==> config.mk <==
export PLATFORM = sky130hd
export DESIGN_NAME = gpib_status_group_zero
export DESIGN_NICKNAME = d
export VERILOG_FILES = /design/src/logic/gpib_bus_sync.v /design/src/logic/gpib_status_group_zero.v
export VERILOG_INCLUDE_DIRS = /design/src /design/src/logic
export SDC_FILE = /design/constraint.sdc
export NUM_CORES = 1
export LEC_CHECK = 0
export ABC_AREA = 1
export BUFFER_PORTS_ARGS = -buffer_cell sky130_fd_sc_hd__buf_2
export CAP_MARGIN = 0
export CORE_MARGIN = 2
export CORE_UTILIZATION = 41
export CTS_CLUSTER_SIZE = 25
export DETAILED_ROUTE_END_ITERATION = 12
export PLACE_DENSITY = 0.79
export SLEW_MARGIN = 10
export SYNTH_ARGS = -nofsm -noshare
export SYNTH_HDL_FRONTEND = slang
export SYNTH_SLANG_ARGS = --single-unit
export TNS_END_PERCENT = 30
==> constraint.sdc <==
create_clock -name sys_clk_in -period 2.1 [get_ports sys_clk_in]
set_input_delay 0.42 -clock sys_clk_in [delete_from_list [all_inputs] [get_ports sys_clk_in]]
set_output_delay 0.42 -clock sys_clk_in [all_outputs]
set_load 0.01 [all_outputs]
==> src/logic/gpib_sgz_regs.vh <==
// Register map, field positions and reset values of the status group zero block
`ifndef GPIB_SGZ_REGS_VH
`define GPIB_SGZ_REGS_VH

// Byte offsets on the APB
`define SGZ_OFS_STATUS      8'h00
`define SGZ_OFS_MASK        8'h04
`define SGZ_OFS_SERIAL_POLL_RESPONSE_REG        8'h08
`define SGZ_OFS_AUX         8'h0C
`define SGZ_OFS_CONFIG      8'h10

// Status and mask bit positions
`define SGZ_BIT_GLOBAL_IRQ_ENABLE       7
`define SGZ_BIT_STATUS_BYTE_OUT_FLAG        6
`define SGZ_BIT_NL          5
`define SGZ_BIT_NEWLINE_TERMINATOR_ENABLE        5
`define SGZ_BIT_EOS         4
`define SGZ_BIT_INTERFACE_CLEAR_IRQ        3
`define SGZ_BIT_ATTENTION_IRQ        2
`define SGZ_BIT_SYNC        0

// Status bits that read back; bits 7, 1 and 0 and the uncovered bits read zero
`define SGZ_STATUS_RMASK    8'h7C
// Mask bits that software can write
`define SGZ_MASK_WMASK      8'hED
// Interrupt enables that gate status bits of equal position
`define SGZ_IRQ_BITS        8'h4C

// Auxiliary command bits
`define SGZ_AUX_CLR_INTERFACE_CLEAR_IRQ    0
`define SGZ_AUX_CLR_ATTENTION_IRQ    1
`define SGZ_AUX_REQT        2
`define SGZ_AUX_REQF        3

// Configuration fields
`define SGZ_CFG_STATIC_STATUS_BITS_MODE        0
`define SGZ_CFG_STRING_MATCH_ENABLE        1
`define SGZ_CFG_EOSC_LO     8
`define SGZ_CFG_EOSC_HI     15

// Reset values
`define SGZ_RST_STATUS      8'h00
`define SGZ_RST_MASK        8'h80
`define SGZ_RST_SERIAL_POLL_RESPONSE_REG        8'h00
`define SGZ_RST_EOS_CHAR    8'h0A

// Characters
`define SGZ_NL_CHAR         8'h0A
`define SGZ_NL_CHAR7        7'h0A

// Service request bit inside the serial poll response
`define SGZ_SERIAL_POLL_RESPONSE_REG_RSV        6

`endif

==> src/logic/gpib_bus_sync.v <==
// Two-flop synchroniser for asynchronous bus lines, idle level high
`timescale 1ns/1ps
module gpib_bus_sync #(
	parameter WIDTH = 2
) (
	input  wire             sys_clk_in,
	input  wire             rst_n_in,
	input  wire [WIDTH-1:0] async_in,
	output wire [WIDTH-1:0] sync_out
);
	reg [WIDTH-1:0] stage1_r;
	reg [WIDTH-1:0] stage2_r;

	genvar i;
	generate
		for (i = 0; i < WIDTH; i = i + 1) begin : g_bit
			always @(posedge sys_clk_in or negedge rst_n_in) begin
				if (!rst_n_in) begin
					stage1_r[i] <= 1'b1;
					stage2_r[i] <= 1'b1;
				end else begin
					stage1_r[i] <= async_in[i];
					stage2_r[i] <= stage1_r[i];
				end
			end
		end
	endgenerate

	assign sync_out = stage2_r;
endmodule // gpib_bus_sync

==> src/logic/gpib_status_group_zero.v <==
// Status group zero: serial poll, newline, end-of-string, IFC and ATN flags with APB access
//
// Function
// - Enable low: service request from response register bit
// - Enable low: poll reply is response register
// - Enable high: request only via request-true command
// - Set status-byte-out flag when enabled and polled
// - Host writes reply byte; device sends it
// - Clear flag on reset, response write, poll end
// - Set newline flag on accepted newline byte
// - Clear newline flag on other accepted byte
// - Newline-end compares low seven bits only
// - Newline-end byte acts as end-or-identify
// - Set string flag on matching accepted byte
// - Clear string flag on mismatch or disable
// - Set interface-clear flag on line assertion
// - Clear it by reset, read, or command
// - Set attention flag on line assertion
// - Clear it by reset, read, or command
// - Enabled status conditions raise interrupt request
// - Defer status setting during a status read
// - Reset clears mask except global enable
// - Global enable low keeps interrupt pin idle
//
// Chosen here: the APB slave port and the address map.
`timescale 1ns/1ps
`include "gpib_sgz_regs.vh"
module gpib_status_group_zero (
	input  wire        sys_clk_in,
	input  wire        rst_n_in,
	input  wire        psel_in,
	input  wire        penable_in,
	input  wire        pwrite_in,
	input  wire [7:0]  paddr_in,
	input  wire [31:0] pwdata_in,
	output wire [31:0] prdata_out,
	output wire        pready_out,
	output wire        pslverr_out,
	input  wire        ifc_n_in,
	input  wire        atn_n_in,
	input  wire        listener_active_state_in,
	input  wire        accept_data_state_in,
	input  wire        serial_poll_active_state_in,
	input  wire [7:0]  data_in,
	input  wire        eoi_in,
	output wire        irq_n_out,
	output wire        srq_out,
	output wire [7:0]  sp_reply_out,
	output wire        end_detect_out
);
	// Reset release
	reg rst_s1_r;
	reg rst_s2_r;
	always @(posedge sys_clk_in or negedge rst_n_in) begin
		if (!rst_n_in) begin
			rst_s1_r <= 1'b0;
			rst_s2_r <= 1'b0;
		end else begin
			rst_s1_r <= 1'b1;
			rst_s2_r <= rst_s1_r;
		end
	end
	wire rst_n;
	assign rst_n = rst_s2_r;

	// Bus lines are asynchronous
	wire [1:0] line_sync;
	gpib_bus_sync #(
		.WIDTH(2)
	) u_line_sync (
		.sys_clk_in (sys_clk_in),
		.rst_n_in   (rst_n),
		.async_in   ({ifc_n_in, atn_n_in}),
		.sync_out   (line_sync)
	);
	wire ifc_n_s;
	wire atn_n_s;
	assign ifc_n_s = line_sync[1];
	assign atn_n_s = line_sync[0];

	reg  [7:0]  status_r;
	reg  [7:0]  status_nxt;
	reg  [7:0]  pend_r;
	reg  [7:0]  pend_nxt;
	reg  [7:0]  mask_r;
	reg  [7:0]  serial_poll_response_reg_r;
	reg         static_status_bits_mode_r;
	reg         string_match_enable_r;
	reg  [7:0]  eos_char_r;
	reg         rsv_req_r;
	reg         ifc_prev_r;
	reg         atn_prev_r;
	reg         accept_data_state_prev_r;
	reg         status_byte_out_flag_cond_prev_r;
	reg  [31:0] prdata_r;
	reg         pready_r;
	reg         pslverr_r;
	reg         irq_n_r;
	reg         srq_r;
	reg         end_r;

	// APB decode
	wire        setup_phase;
	wire        xfer_done;
	wire        wr_en;
	wire        mapped;
	wire        wr_mask;
	wire        wr_serial_poll_response_reg;
	wire        wr_aux;
	wire        wr_cfg;
	wire        rd_sel;
	wire        rd_done;
	wire        rd_clr;
	assign setup_phase = psel_in & ~penable_in;
	assign xfer_done   = psel_in & penable_in & pready_r;
	assign mapped      = (paddr_in == `SGZ_OFS_STATUS) | (paddr_in == `SGZ_OFS_MASK) |
	                     (paddr_in == `SGZ_OFS_SERIAL_POLL_RESPONSE_REG) | (paddr_in == `SGZ_OFS_AUX) |
	                     (paddr_in == `SGZ_OFS_CONFIG);
	assign wr_en       = xfer_done & pwrite_in;
	assign wr_mask     = wr_en & (paddr_in == `SGZ_OFS_MASK);
	assign wr_serial_poll_response_reg     = wr_en & (paddr_in == `SGZ_OFS_SERIAL_POLL_RESPONSE_REG);
	assign wr_aux      = wr_en & (paddr_in == `SGZ_OFS_AUX);
	assign wr_cfg      = wr_en & (paddr_in == `SGZ_OFS_CONFIG);
	assign rd_sel      = psel_in & ~pwrite_in & (paddr_in == `SGZ_OFS_STATUS);
	assign rd_done     = rd_sel & penable_in & pready_r;
	assign rd_clr      = rd_done & ~static_status_bits_mode_r;

	wire cmd_clr_interface_clear_irq;
	wire cmd_clr_attention_irq;
	wire cmd_reqt;
	wire cmd_reqf;
	assign cmd_clr_interface_clear_irq = wr_aux & pwdata_in[`SGZ_AUX_CLR_INTERFACE_CLEAR_IRQ];
	assign cmd_clr_attention_irq = wr_aux & pwdata_in[`SGZ_AUX_CLR_ATTENTION_IRQ];
	assign cmd_reqt     = wr_aux & pwdata_in[`SGZ_AUX_REQT];
	assign cmd_reqf     = wr_aux & pwdata_in[`SGZ_AUX_REQF];

	// Byte acceptance: first cycle of accept-data while listener active
	wire acc_evt;
	wire is_nl;
	wire nl7;
	wire newline_terminator_enable;
	wire eos_hit;
	assign acc_evt = listener_active_state_in & accept_data_state_in & ~accept_data_state_prev_r;
	assign is_nl   = (data_in == `SGZ_NL_CHAR);
	assign nl7     = (data_in[6:0] == `SGZ_NL_CHAR7);
	assign newline_terminator_enable    = mask_r[`SGZ_BIT_NEWLINE_TERMINATOR_ENABLE];
	assign eos_hit = (data_in == eos_char_r) | (newline_terminator_enable & nl7);

	wire status_byte_out_irq_enable;
	wire status_byte_out_flag_cond;
	assign status_byte_out_irq_enable   = mask_r[`SGZ_BIT_STATUS_BYTE_OUT_FLAG];
	assign status_byte_out_flag_cond = status_byte_out_irq_enable & serial_poll_active_state_in;

	// Set events and clear conditions per status bit
	wire [7:0] ev;
	wire [7:0] drop;
	wire [7:0] clr;
	assign ev[7]  = 1'b0;
	assign ev[`SGZ_BIT_STATUS_BYTE_OUT_FLAG] = status_byte_out_flag_cond & ~status_byte_out_flag_cond_prev_r;
	assign ev[`SGZ_BIT_NL]   = acc_evt & is_nl;
	assign ev[`SGZ_BIT_EOS]  = acc_evt & string_match_enable_r & eos_hit;
	assign ev[`SGZ_BIT_INTERFACE_CLEAR_IRQ] = ifc_prev_r & ~ifc_n_s;
	assign ev[`SGZ_BIT_ATTENTION_IRQ] = atn_prev_r & ~atn_n_s;
	assign ev[1:0] = 2'b00;

	assign drop[7] = 1'b0;
	assign drop[`SGZ_BIT_STATUS_BYTE_OUT_FLAG] = wr_serial_poll_response_reg | ~serial_poll_active_state_in;
	assign drop[`SGZ_BIT_NL]   = acc_evt & ~is_nl;
	assign drop[`SGZ_BIT_EOS]  = (acc_evt & ~eos_hit) | ~string_match_enable_r;
	assign drop[`SGZ_BIT_INTERFACE_CLEAR_IRQ] = cmd_clr_interface_clear_irq;
	assign drop[`SGZ_BIT_ATTENTION_IRQ] = cmd_clr_attention_irq;
	assign drop[1:0] = 2'b00;

	assign clr = drop | {4'h0, rd_clr, rd_clr, 2'b00};

	// Events during a status read wait in pend_r; a set beats a clear
	always @* begin
		status_nxt = status_r & ~clr;
		pend_nxt   = 8'h00;
		if (rd_sel) begin
			pend_nxt = (pend_r & ~drop) | ev;
		end else begin
			status_nxt = status_nxt | (pend_r & ~drop) | ev;
		end
	end

	// Read mux
	reg [31:0] rd_mux;
	always @* begin
		rd_mux = 32'h0000_0000;
		case (paddr_in)
			`SGZ_OFS_STATUS: begin
				rd_mux = {24'h00_0000, status_r & `SGZ_STATUS_RMASK};
			end
			`SGZ_OFS_SERIAL_POLL_RESPONSE_REG: begin
				rd_mux = {24'h00_0000, serial_poll_response_reg_r};
			end
			`SGZ_OFS_CONFIG: begin
				rd_mux = {16'h0000, eos_char_r, 6'h00, string_match_enable_r, static_status_bits_mode_r};
			end
			default: begin
				rd_mux = 32'h0000_0000;
			end
		endcase
	end

	// Bus slave: one wait-free access cycle, data latched at setup
	always @(posedge sys_clk_in or negedge rst_n) begin
		if (!rst_n) begin
			prdata_r  <= 32'h0000_0000;
			pready_r  <= 1'b0;
			pslverr_r <= 1'b0;
		end else begin
			pready_r  <= setup_phase;
			pslverr_r <= setup_phase & ~mapped;
			if (setup_phase) begin
				prdata_r <= pwrite_in ? 32'h0000_0000 : rd_mux;
			end
		end
	end

	// Software registers
	always @(posedge sys_clk_in or negedge rst_n) begin
		if (!rst_n) begin
			mask_r     <= `SGZ_RST_MASK;
			serial_poll_response_reg_r     <= `SGZ_RST_SERIAL_POLL_RESPONSE_REG;
			static_status_bits_mode_r     <= 1'b0;
			string_match_enable_r     <= 1'b0;
			eos_char_r <= `SGZ_RST_EOS_CHAR;
			rsv_req_r  <= 1'b0;
		end else begin
			if (wr_mask) begin
				mask_r <= pwdata_in[7:0] & `SGZ_MASK_WMASK;
			end
			if (wr_serial_poll_response_reg) begin
				serial_poll_response_reg_r <= pwdata_in[7:0];
			end
			if (wr_cfg) begin
				static_status_bits_mode_r     <= pwdata_in[`SGZ_CFG_STATIC_STATUS_BITS_MODE];
				string_match_enable_r     <= pwdata_in[`SGZ_CFG_STRING_MATCH_ENABLE];
				eos_char_r <= pwdata_in[`SGZ_CFG_EOSC_HI:`SGZ_CFG_EOSC_LO];
			end
			if (cmd_reqt) begin
				rsv_req_r <= 1'b1;
			end else if (cmd_reqf) begin
				rsv_req_r <= 1'b0;
			end
		end
	end

	// Status, history and outputs
	wire irq_any;
	wire srq_nxt;
	assign irq_any = |(status_r & mask_r & `SGZ_IRQ_BITS);
	assign srq_nxt = status_byte_out_irq_enable ? rsv_req_r : serial_poll_response_reg_r[`SGZ_SERIAL_POLL_RESPONSE_REG_RSV];

	always @(posedge sys_clk_in or negedge rst_n) begin
		if (!rst_n) begin
			status_r         <= `SGZ_RST_STATUS;
			pend_r           <= 8'h00;
			ifc_prev_r       <= 1'b1;
			atn_prev_r       <= 1'b1;
			accept_data_state_prev_r      <= 1'b0;
			status_byte_out_flag_cond_prev_r <= 1'b0;
			irq_n_r          <= 1'b1;
			srq_r            <= 1'b0;
			end_r            <= 1'b0;
		end else begin
			status_r         <= status_nxt;
			pend_r           <= pend_nxt;
			ifc_prev_r       <= ifc_n_s;
			atn_prev_r       <= atn_n_s;
			accept_data_state_prev_r      <= accept_data_state_in;
			status_byte_out_flag_cond_prev_r <= status_byte_out_flag_cond;
			irq_n_r          <= ~(mask_r[`SGZ_BIT_GLOBAL_IRQ_ENABLE] & irq_any);
			srq_r            <= srq_nxt;
			end_r            <= acc_evt & (eoi_in | (newline_terminator_enable & nl7));
		end
	end

	assign prdata_out     = prdata_r;
	assign pready_out     = pready_r;
	assign pslverr_out    = pslverr_r;
	assign irq_n_out      = irq_n_r;
	assign srq_out        = srq_r;
	assign sp_reply_out   = serial_poll_response_reg_r;
	assign end_detect_out = end_r;
endmodule // gpib_status_group_zero

After elaboration in Yosys (flattened, before gate mapping) --
Cells that the tools add are included.
Word-level totals: register bits after elaboration 88, logic and storage cells 103
Operators by class: equality and inequality tests 7, multiplexer cells 7, bitwise gates (word level) 62, reductions and logical operators 3
Operators by type and width (number):
- $pmux 16 s3 | 1
- $and 1x1->1 | 32
- $mux 32 | 1
- $eq 8x4->1 const B | 3
- $and 8x8->8 | 2
- $mux 8 | 2
- $not 7->8 | 2
- $or 8x7->8 | 2
- $not 1->1 | 13
- $eq 8x3->1 const B | 1
- $eq 8x5->1 const B | 1
- $eq 8x8->1 | 1
- $logic_not 8->1 | 1
- $or 1x1->1 | 8
- $or 8x8->8 | 1
- $and 7x7->7 | 1
- $eq 7x4->1 const B | 1
- $or 7x4->7 | 1
- $mux 1 | 3
- $reduce_or 3->1 | 1
- $reduce_bool 2->1 | 1

Longest topological paths before layout --
word-level depth 12, depth in mapped cells 9, mapped depth without buffers 9

Modules after synthesis --
A second synthesis with hierarchy kept.
Second synthesis, totals: cells, all modules 349, area total of the unflattened synthesis 2994.1 µm²
By module, submodules not included:
- gpib_status_group_zero | times used 1, cells an instance 345, area each 2889.0 µm², sequential area each 1534.0 µm²
- gpib_bus_sync | times used 1, cells an instance 4, area each 105.1 µm², sequential area each 105.1 µm²

Worst setup path before layout --
No wires, ideal clock.
path type input-to-reg, start input paddr_in[5], end register prdata_r[0], in the netlist prdata_out[0], library setup time 0.066 ns, data arrival time 1.228 ns, required time 2.034 ns, slack 0.806 ns, cell stages on the path 6, buffers on the path 0, path through nor2_1 nand2_2 nor2_2 o21a_4 nand2_1 nand2_1
Between the ends: longest elaborated chain between the ends 3, elaborated cells on any way between the ends 5, classes of those cells eq/ne (2); mux (2); reduce/logical (1)
Ends and longest elaborated chain:
- start, declared | RTL line gpib_status_group_zero.v:34 | input wire [7:0] paddr_in,
- $eq 8x5->1 (tied with other cells) | RTL line gpib_status_group_zero.v:191 | case (paddr_in)
- $pmux 16 s3 (*) | RTL line gpib_status_group_zero.v:191
- $mux 32 (*) | RTL line gpib_status_group_zero.v:217 | prdata_r <= pwrite_in ? 32'h0000_0000 : rd_mux;
- end signal, assigned | RTL line gpib_status_group_zero.v:217
- end, declared | RTL line gpib_status_group_zero.v:95 | reg [31:0] prdata_r;
Mark *: on every way between the ends. The rest lies on a longest branch, timed or not. A chain may end at the register's enable or synchronous reset.

Final worst setup path --
start register pready_r, in the netlist pready_out, end register status_r[6]
Between the ends: longest elaborated chain between the ends 10, elaborated cells on any way between the ends 12, classes of those cells mux (1); bitwise (11)
Ends and longest elaborated chain:
- start, declared | RTL line gpib_status_group_zero.v:96 | reg pready_r;
- start signal, assigned | RTL line gpib_status_group_zero.v:214 | pready_r <= setup_phase;
- $and 1x1->1 (*) | RTL line gpib_status_group_zero.v:115 | assign xfer_done = psel_in & penable_in & pready_r;
- $and 1x1->1 (*) | RTL line gpib_status_group_zero.v:119 | assign wr_en = xfer_done & pwrite_in;
- $and 1x1->1 (*) | RTL line gpib_status_group_zero.v:121 | assign wr_serial_poll_response_reg = wr_en & (paddr_in == `SGZ_OFS_SERIAL_POLL_RESPONSE_REG);
- $or 1x1->1 (*) | RTL line gpib_status_group_zero.v:167 | assign drop[`SGZ_BIT_STATUS_BYTE_OUT_FLAG] = wr_serial_poll_response_reg | ~serial_poll_active_state_in;
- $or 7x4->7 | RTL line gpib_status_group_zero.v:174 | assign clr = drop | {4'h0, rd_clr, rd_clr, 2'b00};
- $not 7->8 | RTL line gpib_status_group_zero.v:178 | status_nxt = status_r & ~clr;
- $and 8x8->8 | RTL line gpib_status_group_zero.v:178
- $or 8x8->8 | RTL line gpib_status_group_zero.v:183 | status_nxt = status_nxt | (pend_r & ~drop) | ev;
- $or 8x7->8 | RTL line gpib_status_group_zero.v:183
- $mux 8 (*) | RTL line gpib_status_group_zero.v:180 | if (rd_sel) begin
- via status_nxt[6] | RTL line gpib_status_group_zero.v:82 | reg [7:0] status_nxt;
- end signal, assigned | RTL line gpib_status_group_zero.v:259 | status_r <= `SGZ_RST_STATUS;
- end signal, assigned | RTL line gpib_status_group_zero.v:269 | status_r <= status_nxt;
- end, declared | RTL line gpib_status_group_zero.v:81 | reg [7:0] status_r;
The timed path passes the listed nets; every way through them passes the cells marked *.

==> summary.txt <==
Worst setup path
  • Worst reg-to-reg path cell count: 7
  • Worst r2r dst: status_r[6]$_DFF_PN0_
  • FF-to-FF setup slack: 0.70 ns
  • Ordered cell list for the critical path: nand2_1 -> nor2_4 -> nand3_2 -> nand3_1 -> nand2_1 -> nand2_1 -> nand2_1
  • CP top delay family: simple AND/OR/NAND/NOR gates
  • Cell repeated most along the worst path: nand2_1
  • Reg2reg start: pready_out$_DFF_PN0_
  • Start point of the critical path: pready_out$_DFF_PN0_
  • Crit start category: flip-flop
  • Setup crit end: status_r[6]$_DFF_PN0_
  • Slowest-stage cell, CP: dfrtp_1
  • CP Depth: 7
  • Endpoint class of the critical path: flip-flop
  • Worst EP required: 2.32 ns
  • CP Data Arrival Time: 1.63 ns
  • Path type of the worst setup path: flip-flop to flip-flop
  • CP max stage delay: 0.34 ns
  • Highest net fanout along the worst path: 14
  • Worst Path Buf+Inv: 0

STA
  • Crit path time final: 1.401 ns
  • Final hold viol count: 0
  • Slew Limit Headroom: 0.6608
  • Finish-stage setup viols: 0
  • RSZ-0062 raised after global routing: no
  • Final period utilization: 0.6673
  • Slew of the pin with the lowest slew margin: 0.5089 ns
  • Setup tns final: 0 ns
  • Final Slew Violations: 0
  • Worst Skew: 0.01435 ns
  • Fmax: 713.6 MHz

Floorplan
  • # IOs: 104
  • FP Rows: 31
  • Die Area: 7983 sq um
  • Die H: 89.35 um
  • CORE AREA: 7137 sq um
  • Die boundary width: 89.35 um
  • Starting density of the core: 0.4185

Finish
  • Inserted Diodes: 0
  • Area of the multi-input gates: 1115 sq um
  • P&R area growth vs syn: 19.94%
  • Most frequent cells in the layout: nand2_1 (126), buf_2 (71), dfrtp_1 (54)
  • Layout cell share with drive strength beyond 1: 0.2630
  • Design Area, Final: 3582 sq um
  • Filler cells: 701
  • Most common cell after layout, fill and taps aside: nand2_1
  • Final nets: 495
  • Reg area: 1640 sq um

Logic synthesis
  • Yosys top cell area share: 0.4608
  • Synth Area in Simple Gates: 0.2711
  • Post-Synth XOR/XNOR Area: 0.008798
  • Synth area leader: dfrtp_1
  • Synth Cell Area: 2987 sq um
  • Syn_area_per_cell: 8.413 sq um
  • Post-Syn Instances: 355
  • Yosys warns: 0
  • Mux cell area share after synthesis: 0
  • Synth Area in Compound Gates: 0.07206
  • Register area share after synthesis: 0.5488
  • Netlist cell types: 25
  • Adder-cell share of the synthesized area: 0
  • Top cells by area, synth: dfrtp_1 (46%), nand2_1 (16%), dfstp_2 (8.8%), inv_1 (4.9%), buf_4 (4.0%)
  • Main combinational cell family by area after synthesis: simple AND/OR/NAND/NOR gates
  • Yosys reg bits: 65

Global routing
  • Vias in the first global route: 2295
  • Total grt overflow: 0
  • First-pass GRT wire length: 10.24 mm
  • Total track usage: 0.1681
  • Largest net degree at the start of global routing: 25
  • Antenna violations before repair: 0

CTS
  • Total CTS buffers: 9
  • CTS H-Tree Depth: 3
  • Post-CTS Setup Inserts: 0
  • Clock sinks: 65
  • Clock transition at path regs: 0.07 ns
  • Clock Tree Buf Depth: 2
  • CTS tree: yes
  • Worst skew pair latency: 0.34 ns
  • Root buffer cell: clkbuf_8

Drt
  • Total number of vias: 2456
  • Routed wl met2: 3.034 mm
  • DR WL/cell: 11.66 um
  • Routed wl met3: 362 um
  • Routed WL: 6.298 mm
  • Post-route ant nets: 0
  • 1st-iter DRT viols: 143
  • First-pass iteration count of the detailed router: 4
  • Routed vias/inst: 4.548
  • Top Layer Used: met4
  • Met1 WL: 2.779 mm
  • DRC errors left: 0

Job
  • Max Cap Viol: 0

Placement
  • Placed inst area: 3407 sq um
  • Number of buffers added on ports: 71
  • Placer's final routability congestion estimate: 0.8470
  • Dpl hpwl: 4.896 mm

Hold path
  • Hold Crit Class: input pin to flip-flop

Power and ir drop
  • PD cells: 658.3 nW/um^2
  • Lkg Pwr: 0.002028 uW
  • VDD IR max: 0.3330 mV

Status
  • Status: finished clean
[registers in the layout (all words and copies together) (netlist names)]
register and cells:
u_line_sync.stage1_r 2, eos_char_r 8, pslverr_out 1, srq_out 1, atn_prev_r 1, irq_n_out 1
end_detect_out 1, string_match_enable_r 1, rst_s1_r 1, rst_n 1, ifc_prev_r 1, rsv_req_r 1
pready_out 1, u_line_sync.sync_out 2, status_byte_out_flag_cond_prev_r 1, pend_r 5, mask_r 5, prdata_out 16
static_status_bits_mode_r 1, sp_reply_out 8, status_r 5, accept_data_state_prev_r 1
[stage by stage]
stage	power (uW)	hold WS (ns)	cells	util	setup WS, ns
6_report	2358	0.1812	540	0.5019	0.6987
5_1_grt	2464	0.1635	540	0.5019	0.5619
4_1_cts	2393	0.1619	540	0.5019	0.6976
3_5_place_dp	1480	0.2070	523	0.4774	0.4669
3_3_place_gp	1474	0.2046	523	0.4774	0.4872
2_1_floorplan	1421	0.1244	370	-	0.1735
[report_power, final]
part           switching (uW)  total [uW]  leakage [uW]  internal [uW]
combinational             102         161       0.00115           58.8
clock                     448         901     0.0000899            453
sequential               18.5        1300      0.000789           1280
[cells by family (layout without fill, tap and decap cells)]
group           count (synthesis)  in the layout
simple gates                  185            185
flops                          65             65
buf+inv                        60            131
compound gates                 40             40
xor+xnor                        3              3
other cells                     2             17
[routing by layer]
metal / vias to the layer above / global-route usage
met3: 9 / 0.04524
met1: 1145 / 0.2102
met5: - / 0
met2: 72 / 0.2761
li1: 1230 / -
met4: 0 / 0.06920
[area by class of cell]
type | instances | share of cell area
tap | 99 | 0.03458
clock inverter | 4 | 0.005589
sequential | 65 | 0.4579
timing repair buffer | 75 | 0.1083
inverter | 40 | 0.04191
clock buffer | 12 | 0.04052
multi-input combinational | 245 | 0.3112
[how the worst min path moves through the flow]
stage / from / end / slack, ns / cells after the start
6_report: ifc_n_in / u_line_sync.stage1_r[1]$_DFF_PN1_ / 0.18 / 1
5_1_grt: atn_n_in / u_line_sync.stage1_r[0]$_DFF_PN1_ / 0.16 / 1
4_1_cts: ifc_n_in / u_line_sync.stage1_r[1]$_DFF_PN1_ / 0.16 / 1
3_5_place_dp: rst_n_in / rst_s1_r$_DFF_PN0_ / 0.21 / 1
3_3_place_gp: rst_n_in / rst_s1_r$_DFF_PN0_ / 0.20 / 1
2_1_floorplan: rst_n_in / rst_n$_DFF_PN0_ / 0.12 / 0
[cells in the mapped netlist]
cell	number
nand2_1	126
dfrtp_1	55
inv_1	39
nor2_1	24
o21ai_0	23
nand3_1	17
buf_4	16
a21oi_1	12
dfstp_2	10
nor2_4	6
buf_2	3
nand2_2	3
xnor2_1	3
a21boi_0	2
conb_1	2
nand3_2	2
nand4_1	2
o21ai_1	2
or2_2	2
clkbuf_1	1
inv_2	1
nor2_2	1
nor3_1	1
nor3b_4	1
o21a_4	1
[what timing repair did]
item                                   in CTS  in global routing
resized for setup                           0                  0
hold buffers                                1                  0
endpoints found under the hold margin       2                  0
Power figures use the tool's default switching activity.
